==> config.mk <==
export PLATFORM = sky130hd
export DESIGN_NAME = tcc_cc_ctrl
export DESIGN_NICKNAME = d
export VERILOG_FILES = /design/src/tcc_term_debounce.v /design/src/tcc_tick.v /design/src/tcc_cc_ctrl.v
export VERILOG_INCLUDE_DIRS = /design/src /design/src/src
export SDC_FILE = /design/constraint.sdc
export NUM_CORES = 1
export LEC_CHECK = 0
export ABC_AREA = 1
export BUFFER_PORTS_ARGS = -buffer_cell sky130_fd_sc_hd__buf_2
export CAP_MARGIN = 10
export CELL_PAD_IN_SITES_DETAIL_PLACEMENT = 0
export CELL_PAD_IN_SITES_GLOBAL_PLACEMENT = 2
export CORE_MARGIN = 2
export CORE_UTILIZATION = 36
export CTS_CLUSTER_SIZE = 14
export DETAILED_ROUTE_END_ITERATION = 10
export PLACE_DENSITY_LB_ADDON = 0.1
export SYNTH_ARGS = -nofsm -noshare
export SYNTH_HDL_FRONTEND = slang
export SYNTH_SLANG_ARGS = --single-unit
==> constraint.sdc <==
create_clock -name i_clk_sys -period 2.1 [get_ports i_clk_sys]
set_input_delay 0.21 -clock i_clk_sys [delete_from_list [all_inputs] [get_ports i_clk_sys]]
set_output_delay 0.21 -clock i_clk_sys [all_outputs]
set_load 0.01 [all_outputs]
==> src/tcc_defs.vh <==
// constants for the type-c configuration channel controller
`ifndef TCC_DEFS_VH
`define TCC_DEFS_VH

// ----------------------------------------------------------------------
// termination codes
// ----------------------------------------------------------------------
`define TCC_TERM_OPEN      2'h0
`define TCC_TERM_RA        2'h1
`define TCC_TERM_RD        2'h2

// ----------------------------------------------------------------------
// port roles
// ----------------------------------------------------------------------
`define TCC_ROLE_SOURCE    2'h0
`define TCC_ROLE_SINK      2'h1
`define TCC_ROLE_DUAL      2'h2

// ----------------------------------------------------------------------
// advertised current levels (pull-up current select)
// ----------------------------------------------------------------------
`define TCC_ADV_DEFAULT    2'h0
`define TCC_ADV_1P5        2'h1
`define TCC_ADV_3P0        2'h2

// ----------------------------------------------------------------------
// timing
// ----------------------------------------------------------------------
`define TCC_CLK_MHZ        125
`define TCC_DEBOUNCE_US    100
`define TCC_DEBOUNCE_CYC   (`TCC_DEBOUNCE_US * `TCC_CLK_MHZ)
`define TCC_TOGGLE_US      50000
`define TCC_TOGGLE_CYC     (`TCC_TOGGLE_US * `TCC_CLK_MHZ)
`define TCC_SAFE0_MS       650
`define TCC_SAFE0_CYC      (`TCC_SAFE0_MS * 1000 * `TCC_CLK_MHZ)
`define TCC_STRAP_CYC      16

`endif

==> src/tcc_term_debounce.v <==
// one pin: comparator outputs to a debounced termination code
`timescale 1ns/10ps
`include "tcc_defs.vh"

module tcc_term_debounce #(
    parameter DEBOUNCE_CYC = `TCC_DEBOUNCE_CYC
) (
    input  wire       i_clk_sys,
    input  wire       i_rst_n,
    input  wire       i_below_detach,
    input  wire       i_below_cable,
    output reg  [1:0] o_term
);

    reg  [1:0]  raw;
    reg  [1:0]  cand_q;
    reg  [23:0] cnt_q;

    // below active-cable threshold means Ra, else below detach is Rd
    always @* begin
        if (i_below_cable) begin
            raw = `TCC_TERM_RA;
        end else if (i_below_detach) begin
            raw = `TCC_TERM_RD;
        end else begin
            raw = `TCC_TERM_OPEN;
        end
    end

    // a code must hold for the whole window before it is published
    always @(posedge i_clk_sys or negedge i_rst_n) begin
        if (!i_rst_n) begin
            cand_q <= `TCC_TERM_OPEN;
            cnt_q  <= 24'h000000;
            o_term <= `TCC_TERM_OPEN;
        end else if (raw != cand_q) begin
            cand_q <= raw;
            cnt_q  <= 24'h000000;
        end else if (cnt_q == DEBOUNCE_CYC[23:0] - 24'h000001) begin
            o_term <= cand_q;
        end else begin
            cnt_q  <= cnt_q + 24'h000001;
        end
    end

endmodule

==> src/tcc_tick.v <==
// free-running divider giving a one-cycle enable pulse
`timescale 1ns/10ps

module tcc_tick #(
    parameter PERIOD = 1000
) (
    input  wire i_clk_sys,
    input  wire i_rst_n,
    output reg  o_tick
);

    reg [31:0] cnt_q;

    always @(posedge i_clk_sys or negedge i_rst_n) begin
        if (!i_rst_n) begin
            cnt_q  <= 32'h00000000;
            o_tick <= 1'b0;
        end else if (cnt_q == PERIOD - 1) begin
            cnt_q  <= 32'h00000000;
            o_tick <= 1'b1;
        end else begin
            cnt_q  <= cnt_q + 32'h00000001;
            o_tick <= 1'b0;
        end
    end

endmodule

==> src/tcc_cc_ctrl.v <==
// type-c cc attach, vconn, fast swap and vbus discharge control
`timescale 1ns/10ps
`include "tcc_defs.vh"

module tcc_cc_ctrl #(
    parameter TOGGLE_CYC = `TCC_TOGGLE_CYC,
    parameter SAFE0_CYC  = `TCC_SAFE0_CYC
) (
    input  wire       i_clk_sys,
    input  wire       i_rst_n,
    input  wire [1:0] i_role,
    input  wire [1:0] i_adv_level,
    input  wire       i_one_below_detach,
    input  wire       i_one_below_cable,
    input  wire       i_two_below_detach,
    input  wire       i_two_below_cable,
    input  wire [1:0] i_one_sink_level,
    input  wire [1:0] i_two_sink_level,
    input  wire       i_vbus_present,
    input  wire       i_fast_swap_en,
    input  wire       i_one_below_swap,
    input  wire       i_two_below_swap,
    input  wire       i_swap_request,
    input  wire       i_vconn_en,
    input  wire       i_vconn_input_good,
    input  wire       i_hv_path_on,
    input  wire       i_vbus_above_safe5,
    input  wire       i_vbus_above_safe0,
    input  wire       i_go_safe0,
    input  wire       i_app_running,
    input  wire       i_sink_power_needed,
    input  wire [1:0] i_bus_power_strap,
    input  wire       i_wait_ext_cfg,
    input  wire       i_ext_sink_req,
    output reg        o_attached,
    output reg        o_orient_two,
    output reg        o_vbus_en,
    output reg        o_vconn_one,
    output reg        o_vconn_two,
    output reg        o_vconn_limit_en,
    output reg  [1:0] o_source_current,
    output reg        o_pullup_on,
    output reg        o_trimmed_pd_on,
    output reg        o_dead_batt_pd_hiz,
    output reg        o_debug_acc,
    output reg        o_audio_acc,
    output reg        o_cable_only,
    output reg  [1:0] o_offered_current,
    output reg        o_swap_detected,
    output reg        o_swap_pd_one,
    output reg        o_swap_pd_two,
    output reg        o_acting_source,
    output reg        o_discharge_on,
    output reg        o_safe0_timeout,
    output reg  [1:0] o_strap_value,
    output reg        o_strap_valid,
    output reg        o_ext_sink_path
);

    // ------------------------------------------------------------------
    // states
    // ------------------------------------------------------------------
    localparam [6:0] ST_UNATT  = 7'h01;
    localparam [6:0] ST_CABLE  = 7'h02;
    localparam [6:0] ST_SRC    = 7'h04;
    localparam [6:0] ST_DEBUG  = 7'h08;
    localparam [6:0] ST_AUDIO  = 7'h10;
    localparam [6:0] ST_SNK_W  = 7'h20;
    localparam [6:0] ST_SNK    = 7'h40;

    // ------------------------------------------------------------------
    // pin terminations
    // ------------------------------------------------------------------
    wire [1:0] t_one;
    wire [1:0] t_two;
    wire       tog_tick;

    tcc_term_debounce u_deb_one (
        .i_clk_sys      (i_clk_sys),
        .i_rst_n        (i_rst_n),
        .i_below_detach (i_one_below_detach),
        .i_below_cable  (i_one_below_cable),
        .o_term         (t_one)
    );

    tcc_term_debounce u_deb_two (
        .i_clk_sys      (i_clk_sys),
        .i_rst_n        (i_rst_n),
        .i_below_detach (i_two_below_detach),
        .i_below_cable  (i_two_below_cable),
        .o_term         (t_two)
    );

    tcc_tick #(
        .PERIOD (TOGGLE_CYC)
    ) u_tog (
        .i_clk_sys (i_clk_sys),
        .i_rst_n   (i_rst_n),
        .o_tick    (tog_tick)
    );

    reg  [6:0]  st_q;
    reg  [6:0]  st_d;
    reg         orient_d;
    reg         src_phase_q;
    reg         src_mode_q;
    reg         src_mode_d;
    reg  [31:0] safe0_cnt_q;
    reg  [4:0]  strap_cnt_q;
    reg         dead_batt_q;

    wire src_side = src_mode_q;
    wire one_open = (t_one == `TCC_TERM_OPEN);
    wire two_open = (t_two == `TCC_TERM_OPEN);
    wire one_rd   = (t_one == `TCC_TERM_RD);
    wire two_rd   = (t_two == `TCC_TERM_RD);
    wire one_ra   = (t_one == `TCC_TERM_RA);
    wire two_ra   = (t_two == `TCC_TERM_RA);
    wire swap_in  = o_orient_two ? i_two_below_swap : i_one_below_swap;

    // ------------------------------------------------------------------
    // attach state machine
    // ------------------------------------------------------------------
    always @* begin
        st_d       = st_q;
        orient_d   = o_orient_two;
        src_mode_d = src_mode_q;
        case (st_q)
            ST_UNATT: begin
                if (!src_side) begin
                    st_d = ST_SNK_W;
                end else if (one_rd && two_rd) begin
                    st_d = ST_DEBUG;
                end else if (one_ra && two_ra) begin
                    st_d = ST_AUDIO;
                end else if (one_rd && (two_open || two_ra)) begin
                    st_d     = ST_SRC;
                    orient_d = 1'b0;
                end else if (two_rd && (one_open || one_ra)) begin
                    st_d     = ST_SRC;
                    orient_d = 1'b1;
                end else if (one_ra || two_ra) begin
                    st_d = ST_CABLE;
                end
            end
            ST_CABLE: begin
                // open pin watched for sink, Ra pin for removal
                if (one_rd || two_rd) begin
                    st_d = ST_UNATT;
                end else if (one_open && two_open) begin
                    st_d = ST_UNATT;
                end
            end
            ST_SRC: begin
                // only the Rd pin is watched; the Ra pin is ignored
                if (o_orient_two ? two_open : one_open) begin
                    st_d = ST_UNATT;
                end else if (i_fast_swap_en && i_swap_request) begin
                    st_d       = ST_SNK;
                    src_mode_d = 1'b0;
                end
            end
            ST_DEBUG: begin
                if (one_open || two_open) begin
                    st_d = ST_UNATT;
                end
            end
            ST_AUDIO: begin
                if (one_open || two_open) begin
                    st_d = ST_UNATT;
                end
            end
            ST_SNK_W: begin
                if (src_side) begin
                    st_d = ST_UNATT;
                end else if (i_vbus_present) begin
                    st_d     = ST_SNK;
                    orient_d = (i_two_sink_level > i_one_sink_level);
                end
            end
            ST_SNK: begin
                if (i_fast_swap_en && swap_in) begin
                    st_d       = ST_SRC;
                    src_mode_d = 1'b1;
                end else if (!i_vbus_present) begin
                    st_d = ST_UNATT;
                end
            end
            default: begin
                st_d = ST_UNATT;
            end
        endcase
    end

    // role: fixed roles follow the input, dual role toggles while idle
    always @(posedge i_clk_sys or negedge i_rst_n) begin
        if (!i_rst_n) begin
            st_q        <= ST_UNATT;
            src_phase_q <= 1'b0;
            src_mode_q  <= 1'b0;
        end else begin
            st_q <= st_d;
            if (st_q == ST_UNATT || st_q == ST_SNK_W) begin
                if (i_role == `TCC_ROLE_DUAL) begin
                    if (tog_tick) begin
                        src_phase_q <= ~src_phase_q;
                    end
                    src_mode_q <= src_phase_q;
                end else begin
                    src_mode_q <= (i_role == `TCC_ROLE_SOURCE);
                end
            end else begin
                src_mode_q <= src_mode_d;
            end
        end
    end

    // ------------------------------------------------------------------
    // outputs
    // ------------------------------------------------------------------
    always @(posedge i_clk_sys or negedge i_rst_n) begin
        if (!i_rst_n) begin
            o_attached        <= 1'b0;
            o_orient_two      <= 1'b0;
            o_vbus_en         <= 1'b0;
            o_vconn_one       <= 1'b0;
            o_vconn_two       <= 1'b0;
            o_vconn_limit_en  <= 1'b0;
            o_source_current  <= `TCC_ADV_DEFAULT;
            o_pullup_on       <= 1'b0;
            o_trimmed_pd_on   <= 1'b0;
            o_debug_acc       <= 1'b0;
            o_audio_acc       <= 1'b0;
            o_cable_only      <= 1'b0;
            o_offered_current <= `TCC_ADV_DEFAULT;
            o_swap_detected   <= 1'b0;
            o_swap_pd_one     <= 1'b0;
            o_swap_pd_two     <= 1'b0;
            o_acting_source   <= 1'b0;
        end else begin
            o_orient_two     <= orient_d;
            o_attached       <= (st_d == ST_SRC) || (st_d == ST_SNK) ||
                                (st_d == ST_DEBUG) || (st_d == ST_AUDIO);
            // no power in unattached or cable-only states
            o_vbus_en        <= (st_d == ST_SRC);
            o_source_current <= i_adv_level;
            o_pullup_on      <= src_mode_d;
            o_trimmed_pd_on  <= !src_mode_d &&
                                !dead_batt_q;
            o_debug_acc      <= (st_d == ST_DEBUG);
            o_audio_acc      <= (st_d == ST_AUDIO);
            o_cable_only     <= (st_d == ST_CABLE);
            o_acting_source  <= src_mode_d;
            if (st_q == ST_SNK) begin
                o_offered_current <= o_orient_two ? i_two_sink_level
                                                  : i_one_sink_level;
            end
            // switch closes only on good input; a later sag leaves it
            if (st_d != ST_SRC || !i_vconn_en) begin
                o_vconn_one <= 1'b0;
                o_vconn_two <= 1'b0;
                o_vconn_limit_en <= 1'b0;
            end else if (!o_vconn_one && !o_vconn_two &&
                         i_vconn_input_good) begin
                o_vconn_one <= orient_d && one_ra;
                o_vconn_two <= !orient_d && two_ra;
                o_vconn_limit_en <= orient_d ? one_ra : two_ra;
            end
            // set wins over the clear when a new swap arrives
            if (st_q == ST_SNK && i_fast_swap_en && swap_in) begin
                o_swap_detected <= 1'b1;
            end else if (st_q != ST_SNK && st_q != ST_SRC) begin
                o_swap_detected <= 1'b0;
            end
            o_swap_pd_one <= (st_q == ST_SRC) && i_fast_swap_en &&
                             i_swap_request && !o_orient_two;
            o_swap_pd_two <= (st_q == ST_SRC) && i_fast_swap_en &&
                             i_swap_request && o_orient_two;
        end
    end

    // ------------------------------------------------------------------
    // vbus discharge
    // ------------------------------------------------------------------
    always @(posedge i_clk_sys or negedge i_rst_n) begin
        if (!i_rst_n) begin
            o_discharge_on  <= 1'b0;
            o_safe0_timeout <= 1'b0;
            safe0_cnt_q     <= 32'h00000000;
        end else begin
            if (i_go_safe0) begin
                o_discharge_on <= !i_hv_path_on &&
                                  i_vbus_above_safe0;
            end else begin
                o_discharge_on <= !i_hv_path_on &&
                                  i_vbus_above_safe5;
            end
            // count toward the discharge limit; flag if it runs out
            if (!i_go_safe0 || !i_vbus_above_safe0) begin
                safe0_cnt_q <= 32'h00000000;
            end else if (safe0_cnt_q == SAFE0_CYC - 1) begin
                o_safe0_timeout <= 1'b1;
            end else begin
                safe0_cnt_q <= safe0_cnt_q + 32'h00000001;
            end
            if (!i_go_safe0) begin
                o_safe0_timeout <= 1'b0;
            end
        end
    end

    // ------------------------------------------------------------------
    // dead battery and strap
    // ------------------------------------------------------------------
    always @(posedge i_clk_sys or negedge i_rst_n) begin
        if (!i_rst_n) begin
            dead_batt_q        <= 1'b1;
            o_dead_batt_pd_hiz <= 1'b1;
            strap_cnt_q        <= 5'h00;
            o_strap_value      <= 2'h0;
            o_strap_valid      <= 1'b0;
            o_ext_sink_path    <= 1'b0;
        end else begin
            // untrimmed pull-down stays until firmware takes over
            if (i_app_running) begin
                dead_batt_q <= 1'b0;
            end
            o_dead_batt_pd_hiz <= dead_batt_q &&
                                  !(i_app_running &&
                                    !i_sink_power_needed);
            // strap sampled once after reset release settles
            if (!o_strap_valid) begin
                if (strap_cnt_q == `TCC_STRAP_CYC) begin
                    o_strap_value <= i_bus_power_strap;
                    o_strap_valid <= 1'b1;
                end else begin
                    strap_cnt_q <= strap_cnt_q + 5'h01;
                end
            end
            o_ext_sink_path <= i_wait_ext_cfg &&
                               i_ext_sink_req;
        end
    end

endmodule

==> metrics, run 1 <==
RD Place Congestion=between 0.8 and 0.9; Tot GR Track Use=0.188; initial antenna violation count=0; Core Rows=57; part of the cycle the worst path needs=0.852; Logic pwr share=0.118; Final Max Tran Viols=0; grt ovf=0; Reg power frac=0.445; Die Y=161 um; syn_nets=approximately 1,200; Setup TNS=0 ns; port bufs=56; Final setup viols=0; CP Cell Sequence=ha_1 > nand3_2 > nor4_1 > nand4_1 > inv_2 > nor2_1; worst slew pin tran=0.515 ns; I/O pins=between 50 and 60; first-pass GRT wire length=38,700 um; WP data arrival=between 2 and 2.5 ns; die width=161 um; CTS sink cnt=between 150 and 200; maximum clock frequency=559 MHz; initial DRC count=~430; FF+latch count, synth=roughly 160; status=finished, final reports clean; H-tree depth=4; effective utilization at floorplan=0.365; vias in the first global route=about 7,500; r2r setup slk=0.31 ns; post-DP HPWL=18,000 um; Pleak=~4.7 nW; via count=~7,600; Internal=approximately 0.0055 W; Synth Area per Inst=7.78 um^2; clock tree buffer depth=2; Power Total=about 0.0074 W; hold slack=between 0.02 and 0.03 ns; DRT Pass-1 Iters=5; Hold Fails Final Rpt=0; Switch Pwr=between 0.0015 and 0.002 W; nets@finish=between 1,000 and 1,500; CP Buf/Inv Count=1; share of cells above drive strength 1=0.133; drt total wl=approximately 23,000 um; worst skew pair latency=0.43 ns; Die Area=~26,000 um^2; Via density=between 4 and 5; CP startpoint kind=flop; RSZ-0062 raised after global routing=no; CP top delay family=simple AND/OR/NAND/NOR gates; CP max stage delay=about 0.43 ns; Post-Synthesis Cells=approximately 1,100; maximum vdd drop=0.342 mV; Netlist Area Pre-Place=roughly 8900 um^2; Antenna Cells=0; yosys warns=0; largest net degree at the start of global routing=46; Distinct cells, synth=42; P per Cell Area=roughly 710 nW/um^2; Seq/Total Area, Yosys=0.455; clock skew=approximately 0.017 ns; Core Area=24,200 um^2; CTS buffer count=17; crit end category=flop; Root Driver=clkbuf_16; CTS tree=done; post-DR wirelength/cell=14.8 um; Sw Ratio=0.262; Worst Setup Path Type=reg -> reg; DRC viols=0; Tmin final=1.79 ns; Max-slew headroom=0.653; clock share of power=0.437; WP data required=2.41 ns; area delta synth->final=17.1%; Hold Path Class=in -> reg; clock slew at reported path FFs=~0.07 ns; Antenna Violating Nets Remaining=0; max-cap violations=0; Crit-path slowest cell=dfrtp_1; crit path max fanout=8
## logic make-up (layout without fill, tap and decap cells)
| family | Yosys count | in the layout | synth area share |
|---|---|---|---|
| AOI/OAI and AO/OA | 101 | 101 | 0.0620 |
| muxes | 2 | 2 | 0.00254 |
| buffers and inverters | 173 | 278 | 0.0746 |
| and+or+nand+nor | 630 | 630 | 0.331 |
| DFF | 161 | 161 | 0.455 |
| adders and majority gates | 8 | 8 | 0.0113 |
| xor gates and xnor gates | 64 | 64 | 0.0633 |
## layer usage
| layer | up-vias | part of all wire | wire [um] | global-route usage |
|---|---|---|---|---|
| met5 | - | 0 | 0 | 0 |
| met2 | 123 | 0.45 | 10400 | 0.294 |
| met3 | 22 | 0.029 | 665 | 0.0320 |
| li1 | 3863 | - | - | - |
| met4 | 0 | 0.012 | 270 | 0.0463 |
| met1 | 3584 | 0.51 | 11900 | 0.272 |
## final cells by class
cell class,count,area [um^2]
flip-flops and latches,161,4030
repair buffers,84,554
clock inverters,8,126
multi-input cells,805,4170
inverters,162,608
well taps,324,405
fillers,2558,13900
clock buffers,24,482
## metrics by stage
step	cells	util	instance area (um^2)	setup slack, ns
3_5_place_dp	1523	0.397	9640	0.301
3_3_place_gp	1523	0.397	9640	0.327
2_1_floorplan	1139	-	8860	0.585
6_report	1568	0.428	10400	0.310
4_1_cts	1568	0.428	10400	0.286
5_1_grt	1568	0.428	10400	0.0447
## cells in the final DEF (no fill, tap or decap), drive strengths merged
master / n
a21oi: 43
xor2: 48
xnor2: 16
mux2: 2
inv: 161
o21ai: 43
o21bai: 1
a31oi: 5
nor3b: 4
buf: 71
nand3b: 4
o32ai: 2
o22ai: 1
dlygate4sd3: 13
clkbuf: 24
nand2: 237
dfstp: 3
o21a: 3
nand4: 46
or2: 5
ha: 8
nor4: 10
nand3: 72
clkinv: 6
dfrtp: 158
nor3: 62
o211ai: 3
nor2: 190
bufinv: 3
## power groups by stage
stage | sequential (W) | combinational [W] | clock (W)
finish | 0.00330 | 0.000877 | 0.00323
global route | 0.00331 | 0.000999 | 0.00348
floorplan | 0.00336 | 0.000487 | 0
global placement | 0.00336 | 0.000882 | 0
CTS | 0.00330 | 0.000894 | 0.00335
detailed placement | 0.00336 | 0.000874 | 0
## state kept, by name (all words and copies together) (netlist names), 2 cells and up
name and count:
safe0_cnt_q 32, u_tog.cnt_q 32, u_deb_one.cnt_q 24, u_deb_two.cnt_q 24, st_q 7, strap_cnt_q 5
o_offered_current 2, o_source_current 2, o_strap_value 2, u_deb_one.cand_q 2, u_deb_one.o_term 2, u_deb_two.cand_q 2
u_deb_two.o_term 2
## what timing repair did
action                                  4_1_cts  5_1_grt
hold buffers                                 13        0
setup buffers                                 0        0
endpoints found under the setup margin        0        0
hold endpoints to repair                     47        0
gates resized for setup                       0        0
## cells in the mapped netlist
library cell | number | area, um^2
nand4_2 | 1 | 12.5
nand3b_1 | 4 | 30.0
or2_2 | 2 | 12.5
clkbuf_1 | 6 | 22.5
buf_2 | 3 | 15.0
o22ai_1 | 1 | 6.26
dfstp_2 | 3 | 78.8
clkinv_1 | 2 | 7.51
o21bai_1 | 1 | 7.51
ha_1 | 8 | 100
nor4_2 | 3 | 37.5
mux2_2 | 2 | 22.5
or2_1 | 3 | 18.8
nand2_4 | 2 | 22.5
a21oi_1 | 40 | 200
nor3_2 | 8 | 80.1
nor2_1 | 174 | 653
a21oi_2 | 3 | 26.3
nand3_2 | 7 | 70.1
o21ai_0 | 32 | 160
o21ai_1 | 11 | 55.1
inv_1 | 148 | 556
o211ai_1 | 3 | 22.5
nor2_2 | 14 | 87.6
dfrtp_1 | 158 | 3950
xnor2_1 | 16 | 140
nor3b_1 | 4 | 30.0
buf_4 | 2 | 15.0
a31oi_1 | 5 | 31.3
inv_2 | 12 | 45.0
nor3_4 | 1 | 16.3
nand2_2 | 5 | 31.3
nand3_1 | 65 | 325
nand4_1 | 45 | 282
nor2_4 | 2 | 22.5
o32ai_1 | 2 | 17.5
o21a_1 | 3 | 22.5
nand2_1 | 230 | 863
nor3_1 | 53 | 265
nor4_1 | 5 | 31.3
xor2_1 | 48 | 420
nor4_4 | 2 | 42.5
## final timing paths
check	start	to	cells past startpoint
max in group asynchronous	i_rst_n	u_tog.cnt_q[5]	3
worst max-delay path	u_tog.cnt_q[0]	u_tog.cnt_q[10]	6
worst min register to register	dead_batt_q	dead_batt_q	2
worst max register to register	u_tog.cnt_q[0]	u_tog.cnt_q[10]	6
min in group asynchronous	i_rst_n	st_q[1]	2
worst min-delay path	i_vbus_above_safe5	o_discharge_on	3
## tightest hold or removal path: stages
cell and delay (ns):
buf_2 0.09, nand2_1 0.05, a21oi_1 0.05
Note: power is estimated with default switching activity, not from simulation.
==> inputs of run 2 (changes only) <==
clock period = 1.7 ns   (was 2.1 ns; I/O delays follow)
==> metrics, run 2 (synthesis gave the netlist of run 1 again) <==
maximum clock frequency=602 MHz (was 559 MHz); vias in the first global route=7,688 (was 7,545); commonest non-fill, non-tap cells in the layout=nand2_1 (222), nor2_1 (167), dfrtp_1 (153) (was nand2_1 (230), nor2_1 (174), dfrtp_1 (158)); first-pass GRT wire length=39,800 um (was 38,700 um); Most common cell on crit path=nand2_2; CP Buf/Inv Count=0 (was 1); P per Cell Area=841 nW/um^2 (was 714 nW/um^2); clock slew at reported path FFs=0.07 ns (about the same); CP max stage delay=0.40 ns (was 0.43 ns); Crit-path slowest cell=dfrtp_1 (unchanged); CTS buffer count=17 (unchanged); initial DRC count=418 (was 432); commonest non-fill, non-tap cell in the layout=nand2_1 (unchanged); CTS tree=done (unchanged); crit path max fanout=7 (was 8); Core Rows=57 (unchanged); Setup WS pre-CTS=-0.0233 ns (was 0.301 ns); Final setup viols=0 (unchanged); WP data arrival=1.97 ns (was 2.10 ns); WP data required=2.01 ns (was 2.41 ns); CTS sink cnt=161 (unchanged); met3 Track Usage GR=0.0289 (was 0.0320); effective utilization at floorplan=0.365 (unchanged); DRT Pass-1 Iters=5 (unchanged); crit end category=flop (unchanged); largest net degree at the start of global routing=49 (was 46); clock tree buffer depth=2 (unchanged); CP top delay family=simple AND/OR/NAND/NOR gates (unchanged); Via density=4.76 (was 4.84); Antenna Cells=0 (unchanged); die width=161 um (unchanged); grt ovf=0 (unchanged); worst skew pair latency=0.43 ns (about the same); biggest registers after layout=safe0_cnt_q: 32 flops, u_tog.cnt_q: 32 flops (unchanged); clock skew=0.0127 ns (was 0.0166 ns); CP Cell Sequence=ha_2 > nand2_2 > nor2_4 > nand2_2 > nor2_4 > nand2_2 > nor2_4 > nand2_1 > nand2_2 > a21oi_2 (was ha_1 > nand3_2 > nor4_1 > nand4_1 > inv_2 > nor2_1); Pleak=5.11 nW (was 4.75 nW); H-tree depth=4 (unchanged); part of the cycle the worst path needs=0.977 (was 0.852); Root Driver=clkbuf_16 (unchanged); Hold Path Class=in -> reg (unchanged); Tot GR Track Use=0.193 (was 0.188); RSZ-0062 raised after global routing=yes (was no); max-cap violations=0 (unchanged); port bufs=56 (unchanged); Final WS setup=0.0398 ns (was 0.310 ns); RD Place Congestion=0.829 (was 0.856); area delta synth->final=24.3% (was 17.1%); Setup TNS=0 ns (unchanged); initial antenna violation count=0 (unchanged); I/O pins=57 (unchanged); DRC viols=0 (unchanged); Max-slew headroom=0.650 (was 0.653); Hold Fails Final Rpt=0 (unchanged); CP startpoint kind=flop (unchanged); GR met2 Demand/Resource=0.308 (was 0.294); drt total wl=24,200 um (was 23,300 um); global route hottest layer=met2 (unchanged); Worst Setup Path Type=reg -> reg (unchanged); worst slew pin tran=0.519 ns (was 0.515 ns); maximum vdd drop=0.555 mV (was 0.342 mV); post-DP HPWL=18,500 um (was 18,000 um); met1 Use GR=0.277 (was 0.272); Core Area=24,200 um^2 (unchanged); post-DR wirelength/cell=14.8 um (about the same); share of cells above drive strength 1=0.200 (was 0.133); Tmin final=1.66 ns (was 1.79 ns); Die Y=161 um (unchanged); Die Area=25,900 um^2 (unchanged); Final Max Tran Viols=0 (unchanged); via count=7,785 (was 7,592); nets@finish=1,336 (was 1,270); status=finished, final reports clean (unchanged); Antenna Violating Nets Remaining=0 (unchanged)
[run 2: changes by cell type in the layout (fill, tap and decap cells not counted), moves of 5 or more]
cell,delta
buf_4,+63
dfrtp_2,+5
nand2_1,-8
nor2_1,-7
dfrtp_1,-5
nand2_2,+8
nor2_4,+6
[run 2: what timing repair did]
| item | 4_1_cts | 5_1_grt |
|---|---|---|
| gates cloned | 0 | 0 |
| hold buffers | 16 | 0 |
| pin swaps | 0 | 11 |
| resized for setup | 1 | 43 |
| endpoints found under the setup margin | 1 | 46 |
| endpoints found under the hold margin | 42 | 0 |
| setup buffers | 0 | 11 |
[run 2: area by class of cell]
type / count / area, um^2
clock buffers: 22 / 454
repair buffers: 150 / 1060
inverters: 162 / 611
clock inverters: 10 / 138
well taps: 324 / 405
multi-input cells: 805 / 4310
flip-flops and latches: 161 / 4040
fillers: 2462 / 13200
[run 2: report_power, final]
part	total [W]	internal, W	switching (W)
combinational	0.00122	0.000444	0.000780
clock	0.00397	0.00235	0.00162
sequential	0.00408	0.00396	0.000112
[run 2: layer usage]
| metal | wire length, um | share of wire | up-vias |
|---|---|---|---|
| met4 | 192 | 0.0079 | 0 |
| met1 | 12300 | 0.51 | 3643 |
| met5 | 0 | 0 | - |
| li1 | - | - | 3994 |
| met3 | 735 | 0.030 | 17 |
| met2 | 11000 | 0.45 | 131 |
[run 2: final timing paths]
path | slack (ns) | startpoint | to | cells past startpoint
hold reg to reg | 0.47 | dead_batt_q | dead_batt_q | 2
min in group asynchronous | 0.20 | i_rst_n | st_q[5] | 2
max in group asynchronous | 0.78 | i_rst_n | safe0_cnt_q[5] | 3
hold / removal | 0.02 | i_vconn_en | o_vconn_one | 3
setup reg to reg | 0.04 | safe0_cnt_q[0] | safe0_cnt_q[20] | 10
setup / recovery | 0.04 | safe0_cnt_q[0] | safe0_cnt_q[20] | 10
[run 2: metrics by stage]
| stage | hold WS [ns] | cells | instance area (um^2) | utilization | power [W] |
|---|---|---|---|---|---|
| after floorplan | -0.126 | 1139 | 8860 | - | 0.00475 |
| after global placement | 0.0946 | 1575 | 10000 | 0.414 | 0.00528 |
| after detailed placement | 0.0971 | 1575 | 10000 | 0.414 | 0.00527 |
| after CTS | 0.00557 | 1623 | 10800 | 0.445 | 0.00933 |
| after global routing | 0.0122 | 1634 | 11000 | 0.454 | 0.00970 |
| final | 0.0194 | 1634 | 11000 | 0.454 | 0.00927 |
[run 2: worst register-to-register path: stages, from the launching register on]
cell and delay (ns):
dfrtp_1 0.40, ha_2 0.21, nand2_2 0.08, nor2_4 0.20, nand2_2 0.11, nor2_4 0.15, nand2_2 0.08, nor2_4 0.12
nand2_1 0.07, nand2_2 0.08, a21oi_2 0.05
==> inputs of run 3 (changes only) <==
MAX_ROUTING_LAYER = met4   (was unset)
==> metrics, run 3 (synthesis gave the netlist of run 1 again) <==
Crit-path slowest cell=dfrtp_1 (unchanged); Final Max Tran Viols=0 (unchanged); DRC viols=0 (unchanged); port bufs=56 (unchanged); Hold Path Stages=3 (unchanged); Pleak=5.11 nW (unchanged); DRT Pass-1 Iters=4 (was 5); RSZ-0062 raised after global routing=yes (unchanged); Core Rows=57 (unchanged); Tot GR Track Use=0.198 (was 0.193); CP max stage delay=0.40 ns (about the same); area delta synth->final=24.3% (unchanged); R2R Path Start=safe0_cnt_q[0] (unchanged); CTS tree=done (unchanged); Die Y=161 um (unchanged); commonest non-fill, non-tap cell in the layout=nand2_1 (unchanged); clock slew at reported path FFs=0.07 ns (about the same); status=finished, final reports clean (unchanged); R2R cell count=10 (unchanged); first-pass GRT wire length=39,800 um (about the same); die width=161 um (unchanged); GR met2 Demand/Resource=0.308 (unchanged); I/O pins=57 (unchanged); worst skew pair latency=0.43 ns (about the same); r2r setup slk=0.04 ns (about the same); hold wc startpoint=i_vconn_en (unchanged); drt total wl=24,200 um (about the same); commonest non-fill, non-tap cells in the layout=nand2_1 (222), nor2_1 (167), dfrtp_1 (153) (unchanged); Core Util, Final=0.454 (unchanged); WP data required=2.01 ns (about the same); dpl cells=1,575 (unchanged); Power Total=0.00927 W (about the same); Worst Setup Path Type=reg -> reg (unchanged); CTS buffer count=17 (unchanged); area occupied by registers=4040 um^2 (unchanged); Root Driver=clkbuf_16 (unchanged); RD Place Congestion=0.841 (was 0.829); maximum clock frequency=604 MHz (was 602 MHz); nets@finish=1,336 (unchanged); maximum vdd drop=0.556 mV (was 0.555 mV); Hold Fails Final Rpt=0 (unchanged); FF-to-FF End=safe0_cnt_q[20] (unchanged); multi-input logic area=4310 um^2 (unchanged); CP Buf/Inv Count=0 (unchanged); met1 Use GR=0.277 (about the same); clock tree buffer depth=2 (unchanged); FILL cells=2,462 (unchanged); crit end category=flop (unchanged); CTS sink cnt=161 (unchanged); WP data arrival=1.97 ns (about the same); initial antenna violation count=0 (unchanged); global route hottest layer=met2 (unchanged); crit path max fanout=7 (unchanged); initial DRC count=417 (was 418); Most common cell on crit path=nand2_2 (unchanged); Final Non-Filler Cells=1,634 (unchanged); clock skew=0.0126 ns (was 0.0127 ns); post-DP HPWL=18,500 um (unchanged); Die Area=25,900 um^2 (unchanged); Core Area=24,200 um^2 (unchanged); met3 Track Usage GR=0.0287 (was 0.0289); CP Cell Sequence=ha_2 > nand2_2 > nor2_4 > nand2_2 > nor2_4 > nand2_2 > nor2_4 > nand2_1 > nand2_2 > a21oi_2 (unchanged); share of cells above drive strength 1=0.200 (unchanged); CP top delay family=simple AND/OR/NAND/NOR gates (unchanged); Antenna Cells=0 (unchanged); grt ovf=0 (unchanged); max-cap violations=0 (unchanged); Max-slew headroom=0.650 (about the same); Hold Path Class=in -> reg (unchanged); Via density=4.76 (about the same); via count=7,773 (was 7,785); biggest registers after layout=safe0_cnt_q: 32 flops, u_tog.cnt_q: 32 flops (unchanged); Antenna Violating Nets Remaining=0 (unchanged); worst slew pin tran=0.520 ns (was 0.519 ns); largest net degree at the start of global routing=49 (unchanged); P per Cell Area=842 nW/um^2 (was 841 nW/um^2); Hold Path End=o_vconn_one (unchanged); CP startpoint kind=flop (unchanged); H-tree depth=4 (unchanged); Tmin final=1.66 ns (about the same); part of the cycle the worst path needs=0.974 (was 0.977); effective utilization at floorplan=0.365 (unchanged); vias in the first global route=7,698 (was 7,688); post-DR wirelength/cell=14.8 um (about the same); Final setup viols=0 (unchanged)
[run 3: worst max-delay path by stage]
stage	depth (start not counted)	from	slack, ns	to
2_1_floorplan	6	u_tog.cnt_q[0]	0.18	u_tog.cnt_q[10]
5_1_grt	7	u_deb_one.cnt_q[1]	-0.08	u_deb_one.cnt_q[22]
3_5_place_dp	11	st_q[0]	-0.02	o_vconn_limit_en
4_1_cts	11	st_q[0]	0.002	o_vconn_limit_en
6_report	10	safe0_cnt_q[0]	0.04	safe0_cnt_q[20]
3_3_place_gp	11	st_q[0]	-0.003	o_vconn_limit_en
[run 3: repair_timing]
| action | in CTS | in global routing |
|---|---|---|
| endpoints found under the hold margin | 42 | 0 |
| buffers inserted | 0 | 11 |
| gates resized for setup | 1 | 43 |
| setup endpoints to repair | 1 | 46 |
| pin swaps | 0 | 11 |
| hold buffers | 16 | 0 |
[run 3: report_power, final]
part | total, W | internal, W | switching [W]
Clock | 0.00397 | 0.00235 | 0.00162
Combinational | 0.00123 | 0.000444 | 0.000782
Sequential | 0.00407 | 0.00396 | 0.000111
[run 3: final cells by class]
| type | instances | share of cell area |
|---|---|---|
| clock buffer | 22 | 0.0412 |
| sequential | 161 | 0.367 |
| inverter | 162 | 0.0554 |
| tap | 324 | 0.0368 |
| multi-input combinational | 805 | 0.391 |
| clock inverter | 10 | 0.0125 |
| timing repair buffer | 150 | 0.0960 |
[run 3: stage by stage]
step	setup TNS (ns)	instance area (um^2)	hold WS, ns	setup slack [ns]
global placement	-0.00273	10000	0.0946	-0.00273
finish	0	11000	0.0190	0.0449
floorplan	0	8860	-0.126	0.185
detailed placement	-0.0233	10000	0.0971	-0.0233
global route	-0.273	11000	0.0122	-0.0822
CTS	0	10800	0.00557	0.00208
[run 3: layer usage]
layer	share of wire	routed length, um
met5	0	0
met4	0.0082	199
met3	0.027	649
met2	0.45	10900
met1	0.51	12400
[run 3: tightest hold or removal path: stages]
cell and delay [ns]:
buf_2 0.12, nand2_4 0.08, a21oi_2 0.03
